<file path="src/verilog/dsk_map.svh">
// Constants for the decrement-and-skip execution block
`ifndef DSK_MAP_SVH
`define DSK_MAP_SVH
`define DSK_DEST_WREG      1'b0
`define DSK_DEST_FILE      1'b1
`define DSK_ACCESS_BANK    1'b0
`define DSK_BANKED         1'b1
`define DSK_ILO_LIMIT      8'h5F
`define DSK_ACCESS_SPLIT   8'h80
`define DSK_ACCESS_HI_BANK 4'hF
`define DSK_CLK_NS         8
`define DSK_QPHASES        3'd4
`define DSK_OPC_ZERO       6'b0010_11
`define DSK_OPC_NONZERO    6'b0100_11
`endif

</file>
<file path="src/verilog/dsk_pkg.sv">
// Types for the decrement-and-skip execution block
package dsk_pkg;
  typedef enum logic [1:0] {
    DSK_Q1,
    DSK_Q2,
    DSK_Q3,
    DSK_Q4
  } dsk_phase_t;

  typedef enum logic [1:0] {
    DSK_RUN,
    DSK_FLUSH1,
    DSK_FLUSH2
  } dsk_mode_t;

  typedef struct packed {
    logic [15:0] word;
    logic        valid;
    logic        next_two_word;
  } dsk_fetch_t;

  typedef struct packed {
    logic        we;
    logic [11:0] addr;
    logic [7:0]  data;
  } dsk_file_wr_t;
endpackage

</file>
<file path="src/verilog/dsk_addr_gen.sv">
// Operand address generation for byte-oriented instructions
`timescale 1ns/100ps
`include "dsk_map.svh"
module dsk_addr_gen
  import dsk_pkg::*;
(
  input  wire logic [7:0]  f_field,    // Operand field
  input  wire logic        a_bit,      // Access-bank select bit
  input  wire logic [3:0]  bank_select_register, // Bank select
  input  wire logic        ext_en,     // Extended set enabled
  input  wire logic [11:0] index_base, // Index base for literal offset
  output logic      [11:0] addr        // Effective address
);
  always_comb
  begin
    if (a_bit == `DSK_BANKED)
      addr = {bank_select_register, f_field};
    else if (ext_en && f_field <= `DSK_ILO_LIMIT)
      addr = 12'(index_base + {4'h0, f_field});
    else if (f_field < `DSK_ACCESS_SPLIT)
      addr = {4'h0, f_field};
    else
      addr = {`DSK_ACCESS_HI_BANK, f_field};
  end
endmodule // dsk_addr_gen

</file>
<file path="src/verilog/dsk_exec.sv">
// Decrement-and-skip execution unit with four-phase cycle sequencing
//------------------------------------------------------------
// Functional notes
//------------------------------------------------------------
`timescale 1ns/100ps
`include "dsk_map.svh"
module dsk_exec
  import dsk_pkg::*;
(
  input  wire logic        ref_clk,    // Core clock
  input  wire logic        reset,      // Sync reset, active high
  input  wire dsk_fetch_t  fetch,      // Prefetched instruction
  input  wire logic [3:0]  bank_select_register, // Bank select
  input  wire logic        ext_en,     // Extended set enabled
  input  wire logic [11:0] index_base, // Literal-offset base
  input  wire logic [7:0]  file_rdata, // Operand read data
  output logic      [11:0] file_raddr, // Operand read address
  output dsk_file_wr_t     file_wr,    // File write port
  output logic      [7:0]  wreg,       // Working register
  output logic             wreg_we,    // Working register written
  output logic             skip_nop,   // Executing a discarded slot
  output dsk_phase_t       phase,      // Current Q phase
  output logic             cycle_end   // Last phase of a cycle
);
  //------------------------------------------------------------
  // Decode
  //------------------------------------------------------------
  logic [15:0]  ir;
  logic [15:0]  next_ir;
  logic         ir_valid;
  logic         next_ir_valid;
  dsk_mode_t    mode;
  dsk_mode_t    next_mode;
  dsk_phase_t   next_phase;
  logic [7:0]   operand;
  logic [7:0]   next_operand;
  logic [7:0]   result;
  logic [7:0]   next_result;
  logic [7:0]   next_wreg;
  logic         next_wreg_we;
  logic         next_skip_nop;
  logic         next_cycle_end;
  logic [11:0]  eff_addr;
  logic [11:0]  next_file_raddr;
  dsk_file_wr_t next_file_wr;
  logic         is_zero_op;
  logic         is_nonzero_op;
  logic         skip_taken;

  assign is_zero_op    = ir_valid && ir[15:10] == `DSK_OPC_ZERO;
  assign is_nonzero_op = ir_valid && ir[15:10] == `DSK_OPC_NONZERO;
  // Neither variant touches any flag: no status path exists here
  assign skip_taken = (is_zero_op && result == 8'h00) ||
                      (is_nonzero_op && result != 8'h00);

  dsk_addr_gen u_addr
  (
    .f_field              (ir[7:0]),
    .a_bit                (ir[8]),
    .bank_select_register (bank_select_register),
    .ext_en               (ext_en),
    .index_base           (index_base),
    .addr                 (eff_addr)
  );

  //------------------------------------------------------------
  // Sequencing
  //------------------------------------------------------------
  always_comb
  begin
    next_phase      = phase;
    next_mode       = mode;
    next_ir         = ir;
    next_ir_valid   = ir_valid;
    next_operand    = operand;
    next_result     = result;
    next_wreg       = wreg;
    next_wreg_we    = 1'b0;
    next_skip_nop   = skip_nop;
    next_file_raddr = file_raddr;
    next_file_wr    = '{we: 1'b0, addr: file_wr.addr, data: file_wr.data};
    next_cycle_end  = 1'b0;
    case (phase)
      DSK_Q1:
      begin
        next_phase = DSK_Q2;
        if (mode == DSK_RUN)
          next_file_raddr = eff_addr;
      end
      DSK_Q2:
      begin
        next_phase = DSK_Q3;
        if (mode == DSK_RUN)
          next_operand = file_rdata;
      end
      DSK_Q3:
      begin
        next_phase = DSK_Q4;
        next_cycle_end = 1'b1;
        if (mode == DSK_RUN)
          next_result = operand - 8'h01;
      end
      DSK_Q4:
      begin
        next_phase = DSK_Q1;
        if (mode == DSK_RUN && (is_zero_op || is_nonzero_op))
        begin
          if (ir[9] == `DSK_DEST_WREG)
          begin
            next_wreg    = result;
            next_wreg_we = 1'b1;
          end
          else
            next_file_wr = '{we: 1'b1, addr: file_raddr, data: result};
        end
        if (mode == DSK_RUN && skip_taken)
        begin
          // Fetched word is squashed, never decoded
          next_ir_valid = 1'b0;
          next_skip_nop = 1'b1;
          next_mode = fetch.next_two_word ? DSK_FLUSH2 : DSK_FLUSH1;
        end
        else if (mode == DSK_FLUSH2)
        begin
          next_mode = DSK_FLUSH1;
          next_ir_valid = 1'b0;
        end
        else
        begin
          next_mode     = DSK_RUN;
          next_skip_nop = 1'b0;
          next_ir       = fetch.word;
          next_ir_valid = fetch.valid;
        end
      end
      default:
        next_phase = DSK_Q1;
    endcase
  end

  always_ff @(posedge ref_clk)
  begin
    if (reset)
    begin
      phase      <= DSK_Q1;
      mode       <= DSK_RUN;
      ir         <= 16'h0000;
      ir_valid   <= 1'b0;
      operand    <= 8'h00;
      result     <= 8'h00;
      wreg       <= 8'h00;
      wreg_we    <= 1'b0;
      skip_nop   <= 1'b0;
      file_raddr <= 12'h000;
      file_wr    <= '0;
      cycle_end  <= 1'b0;
    end
    else
    begin
      phase      <= next_phase;
      mode       <= next_mode;
      ir         <= next_ir;
      ir_valid   <= next_ir_valid;
      operand    <= next_operand;
      result     <= next_result;
      wreg       <= next_wreg;
      wreg_we    <= next_wreg_we;
      skip_nop   <= next_skip_nop;
      file_raddr <= next_file_raddr;
      file_wr    <= next_file_wr;
      cycle_end  <= next_cycle_end;
    end
  end
endmodule // dsk_exec

</file>
<file path="config.mk">
export PLATFORM = sky130hd
export DESIGN_NAME = dsk_exec
export DESIGN_NICKNAME = d
export VERILOG_FILES = /design/src/verilog/dsk_pkg.sv /design/src/verilog/dsk_addr_gen.sv /design/src/verilog/dsk_exec.sv
export VERILOG_INCLUDE_DIRS = /design/src /design/src/verilog
export SDC_FILE = /design/constraint.sdc
export NUM_CORES = 1
export LEC_CHECK = 0
export ABC_AREA = 1
export BUFFER_PORTS_ARGS = -buffer_cell sky130_fd_sc_hd__clkbuf_2
export CAP_MARGIN = 10
export CORE_ASPECT_RATIO = 0.75
export CORE_UTILIZATION = 45
export CTS_CLUSTER_SIZE = 20
export DETAILED_ROUTE_END_ITERATION = 6
export GPL_TIMING_DRIVEN = 0
export PLACE_DENSITY = 0.69
export SETUP_SLACK_MARGIN = 0.3
export SYNTH_ARGS = -nofsm -noshare
export SYNTH_HDL_FRONTEND = slang
export SYNTH_SLANG_ARGS = --single-unit
</file>
<file path="constraint.sdc">
create_clock -name ref_clk -period 2 [get_ports ref_clk]
set_clock_uncertainty 0.1 [all_clocks]
set_input_delay 0.1 -clock ref_clk [delete_from_list [all_inputs] [get_ports ref_clk]]
set_output_delay 0.1 -clock ref_clk [all_outputs]
set_load 0.02 [all_outputs]
</file>
# Word-level counts from Yosys, hierarchy flattened
# Index checks and enable logic that the tools add are counted.
[totals]
in_bits = 45
reg_bits = 81
[classes]
mux = 14
order_cmp = 2
n_bitwise = 5
reduce_logical = 21
n_eq_ne = 7
n_addsub = 2
[ops]
columns = ["operator", "count"]
rows = [
  ["12-bit two-way mux", 3],
  ["21-bit two-way mux", 1],
  ["12-bit by 8-bit adder with 12-bit output", 1],
  ["3-bit AND reduction", 3],
  ["8-bit by 7-bit <= comparator with 1-bit output (second input constant)", 1],
  ["8-bit logical NOT", 1],
  ["8-bit less-than comparator (second input constant)", 1],
  ["2-bit case mux with 4 select lines", 1],
  ["2-bit AND reduction", 4],
  ["8-bit nonzero test", 1],
  ["8-bit by 1-bit subtractor with 8-bit output (second input constant)", 1],
  ["1-bit logical AND", 7],
  ["1-bit two-way mux", 7],
  ["2-bit == test (second input constant)", 3],
  ["6-bit by 4-bit == test with 1-bit output (second input constant)", 1],
  ["6-bit by 5-bit == test with 1-bit output (second input constant)", 1],
  ["1-bit NOT", 5],
  ["2-bit logical NOT", 2],
  ["2-bit two-way mux", 2],
  ["3-bit OR reduction", 1],
  ["2-bit by 1-bit == test with 1-bit output (second input constant)", 1],
  ["1-bit logical OR", 2],
  ["2-bit inequality test (second input constant)", 1],
]

# Logic depth before layout (Yosys ltp)
[logic_depth]
word_depth = 7
depth_mapped = 12

# Hierarchy
# From an unflattened synthesis, not the netlist that was laid out.
[unflattened]
cells_unflattened = 623
hier_area_um2 = 4224.1
[by_module_without_submodules]
columns = ["module", "area_per_inst_um2", "n_inst", "cells_per_inst", "seq_area_each_um2"]
rows = [
  ["dsk_exec", 3503.4, 1, 493, 1621.6],
  ["dsk_addr_gen", 720.7, 1, 130, 0.0],
]

# Least setup slack after synthesis
# Ideal clock, no wire load.
[synth_path]
path_type = "register to register"
from = "register ir[0]"
to = "register file_raddr[8]"
arrival_time_ps = 1552
path_slack_ps = 216
n_path_buf = 0
setup_ps = 132
period_less_slack_ps = 1784
stages_incl_launch_ff = 12
cell_sequence = "dfxtp_1 -> ha_1 -> inv_1 -> fa_1 -> o21ai_1 -> nand2_1 -> nand2_1 -> nand2_1 -> nand3_1 -> nand2_1 -> nand2_1 -> a21oi_1"
[synth_between]
elab_chain_len = 4
[synth_rtl]
columns = ["item", "line_no", "text"]
rows = [
  ["start: declaration", "dsk_exec.sv:28", "logic [15:0] ir;"],
  ["start signal: assignment", "dsk_exec.sv:162", "ir <= next_ir;"],
  ["8-bit less-than comparator (no line) or 8-bit by 7-bit <= comparator with 1-bit output (tied branches)", "-", ""],
  ["12-bit two-way mux or 1-bit logical AND (tied branches)", "-", ""],
  ["12-bit two-way mux *", "dsk_addr_gen.sv:18", "else if (ext_en && f_field <= `DSK_ILO_LIMIT)"],
  ["12-bit two-way mux *", "dsk_addr_gen.sv:16", "if (a_bit == `DSK_BANKED)"],
  ["end signal: assignment", "dsk_exec.sv:169", "file_raddr <= next_file_raddr;"],
  ["end: declaration", "dsk_exec.sv:17", "output logic [11:0] file_raddr,"],
]
# Mark *: on every way between the ends. The rest lies on a longest branch, timed or not.
# A chain may end at the register's enable or synchronous reset.

# Worst setup path after layout
[layout_path]
from = "register ir[1]"
to = "register file_raddr[6]"
[layout_between]
elab_chain_len = 4
[layout_rtl]
columns = ["item", "line_no"]
rows = [
  ["branches (longest 2 deep; another with 12-bit by 8-bit adder with 12-bit output)", "-"],
  ["12-bit two-way mux *", "dsk_addr_gen.sv:18"],
  ["12-bit two-way mux *", "dsk_addr_gen.sv:16"],
]
# Every way passes the cells marked *.

==> flow_metrics.py <==
metrics = {
    "detailed_routing": {
        "vias": 3998,
        "top_layer": "met4",
        "postRouteAntennaNets": 0,
        "wl_per_cell_um": 14.7,
        "routed_via_density": 5.20,
        "wl_met3_um": 988,
        "routed_wl_um": 11300,
        "firstDrtPassIters": 5,
        "drt_iter0_drc": 307,
        "drc": 0,
        "m1WireLength_um": 5200,
        "wl_met2_um": 4950,
    },
    "critical_path": {
        "r2r_cells": 9,
        "cp.arrival_ps": 2040,
        "crit_start": "ir[1]$_SDFFE_PP0P_",
        "r2r_slack_ps": 130,
        "timing.rr.end": "file_raddr[6]$_SDFFE_PP0P_",
        "endpoint_kind": "register",
        "cp-start-kind": "register",
        "critPathCapture": "file_raddr[6]$_SDFFE_PP0P_",
        "criticalPathCategory": "register to register",
        "cpMaxStageDelayCell": "fa_2",
        "reg2reg_from": "ir[1]$_SDFFE_PP0P_",
        "crit_top_cell": "nand2_2",
        "cp.required_ps": 2170,
        "cp_max_fo": 3,
        "max_stage_delay_ps": 420,
        "crit_chain": "inv_2 > fa_2 > o21ai_4 > buf_6 > nand2_2 > nand2_2 > o21ai_1 > a21o_1 > a21oi_1",
    },
    "placement": {
        "io_buffers": 90,
        "place_area_mm2": 0.00445,
        "place_congestion": 0.971,
        "dp.cells": 713,
        "dp_hpwl_um": 7670,
    },
    "global_route": {
        "grt-ovfl-total": 0,
        "grt_max_degree": 13,
        "grt_pass1_wl_um": 16600,
        "grt_pass1_vias": 3536,
        "antenna_found_initial": 0,
        "grt_usage_pct": 24.7,
    },
    "sta": {
        "hold_viol": 1,
        "relSlewSlack_pct": 46.0,
        "layout_worst_path_cycle_share_pct": 93.5,
        "rsz0062_at_grt": "true",
        "tightest_slew_ps": 810,
        "fin_tns_setup_ps": 0,
        "slew_viol_final": 0,
        "finalSetupViolCount": 0,
        "fmax_ghz": 0.535,
        "post-route-min-period_ps": 1870,
        "hold_ws_ps": -75.2,
    },
    "pwr": {
        "max-vdd-ir-drop_mv": 0.696,
        "p_per_area_mw_per_mm2": 1070,
        "p_leak_uw": 0.00245,
    },
    "finish": {
        "nets": 720,
        "drive_gt1_share_pct": 31.0,
        "utilization_pct": 67.5,
        "regArea_mm2": 0.00165,
        "layout.cells.non_filler": 769,
        "design_area_mm2": 0.00546,
        "areaGrowthSynthToFinish_pct": 41.6,
        "multi_input_area_mm2": 0.00209,
        "diodes": 0,
        "fillers": 664,
        "final_common_cell": "clkbuf_2",
        "layout_common_cells": "clkbuf_2, inv_1, dfxtp_1, nor2_1, a21oi_1",
    },
    "synth": {
        "synth_nets": 578,
        "postSynthAreaPerCell_um2": 7.45,
        "synth_cell_type_count": 40,
        "synth_area_mm2": 0.00386,
        "ys.flop_type": "dfxtp_1",
        "ys_seq_area_share_pct": 42.0,
        "synth-async-reset-ratio_pct": 0,
        "syn_inst": 518,
        "synth_edf_count": 0,
        "netlist.area_leader.share_pct": 42.0,
        "yosysWarnings": 0,
        "synth_seq_cells": 81,
        "yosysTopAreaCell": "dfxtp_1",
        "netlist_top_cells_area": "dfxtp_1, a21oi_1, inv_1",
    },
    "floorplanning": {
        "dieArea_mm2": 0.00895,
        "rows": 28,
        "initial_core_util_pct": 47.7,
        "die_width_um": 109,
        "io_pins": 91,
        "chipHeight_um": 82.2,
        "core_mm2": 0.00809,
    },
    "cts": {
        "clkTransAtPathRegs_ps": 60,
        "clock-sinks": 81,
        "tritoncts": "yes",
        "worstSkewPairLatency_ps": 340,
        "clock_path_buffers": 2,
        "cts_root_buf": "clkbuf_16",
        "cts_buffers": 9,
        "cts_hold_buf": 26,
        "h-tree-depth": 3,
    },
    "min_path": {
        "hp-class": "primary input to register",
    },
    "status": {
        "status": "complete, but fails checks",
        "violations": "hold timing",
    },
    "flow_run": {
        "cap_violations": 0,
    },
}
## area by class of cell
class	instances	share of cell area (%)
Multi-Input combinational cell	341	38.3
Inverter	78	5.52
Clock inverter	3	1.19
Buffer	19	2.34
Clock buffer	12	4.51
Sequential cell	81	30.1
Timing Repair inverter	1	0.0916
Tap cell	105	2.40
Timing Repair Buffer	129	15.6
## metal layers
metal	up-vias	GRT usage (%)
met5	-	0
met4	0	7.30
met3	17	7.93
met2	157	38.5
met1	1837	32.6
li1	1987	-
## critical path, delay by kind of cell (launching register included)
| family | cells | cell delay [ps] |
|---|---|---|
| compound gates | 4 | 530 |
| buf+inv | 2 | 240 |
| fa+ha+maj | 1 | 420 |
| simple gates | 2 | 90 |
| flops | 1 | 410 |
## synthesized netlist by cell type (2+ instances only)
master    count
ha_1         14
xor2_1        3
o211ai_1      3
inv_1        74
nor2_1       71
nand2_1      67
a21o_1        2
clkbuf_1      8
buf_2         7
nand4_1       4
nand3b_1      2
o21ai_1      20
a21oi_1      61
nand3_2       3
nand3_1      20
o21ai_0      44
nor3_2        2
dfxtp_1      81
buf_6         3
a211oi_2      8
inv_2         2
## power by group
group          internal (uW)  leakage, uW  switching [uW]  total (uW)
Sequential              1880     0.000665             283        2170
Combinational            762      0.00163            1170        1940
Clock                   1120     0.000153             621        1740
## worst min-delay path by stage
stage | depth (start not counted) | slack [ps] | to | startpoint
after floorplan | 1 | 70 | wreg[7]$_SDFFE_PP0P_ | reset
after global placement | 3 | 230 | ir[12]$_SDFFE_PP0P_ | fetch[14]
after detailed placement | 3 | 240 | ir[12]$_SDFFE_PP0P_ | fetch[14]
after CTS | 2 | -80 | wreg[7]$_SDFFE_PP0P_ | reset
after global routing | 2 | -60 | wreg[7]$_SDFFE_PP0P_ | reset
final | 2 | -80 | wreg[7]$_SDFFE_PP0P_ | reset
## metrics by stage
stage	setup slack (ps)	total power [uW]
3_3_place_gp	59.8	3680
4_1_cts	205	5590
6_report	131	5840
2_1_floorplan	332	3250
5_1_grt	96.3	6140
3_5_place_dp	0.236	3730
## cell families (layout without fill, tap and decap cells)
kind of cell | after synthesis | after routing | synth area share [%]
AOI/OAI and AO/OA | 144 | 144 | 21.0
xor gates and xnor gates | 4 | 4 | 0.908
adders and majority gates | 15 | 15 | 5.06
buffers and inverters | 97 | 242 | 10.3
DFF | 81 | 81 | 42.0
and+or+nand+nor | 177 | 178 | 20.7
## flip-flops by register name (all words and copies together) (netlist names)
name,count
file_wr,21
ir,16
file_raddr,12
operand,8
result,8
wreg,8
mode,2
phase,2
cycle_end,1
ir_valid,1
skip_nop,1
wreg_we,1
## repair_timing
action / in CTS / in global routing
endpoints found under the setup margin: 23 / 56
resized for setup: 24 / 60
hold endpoints to repair: 27 / 1
pin swaps: 2 / 16
cloned: 0 / 4
buffers inserted: 3 / 8
No activity file was read; power rests on OpenSTA's default activity.
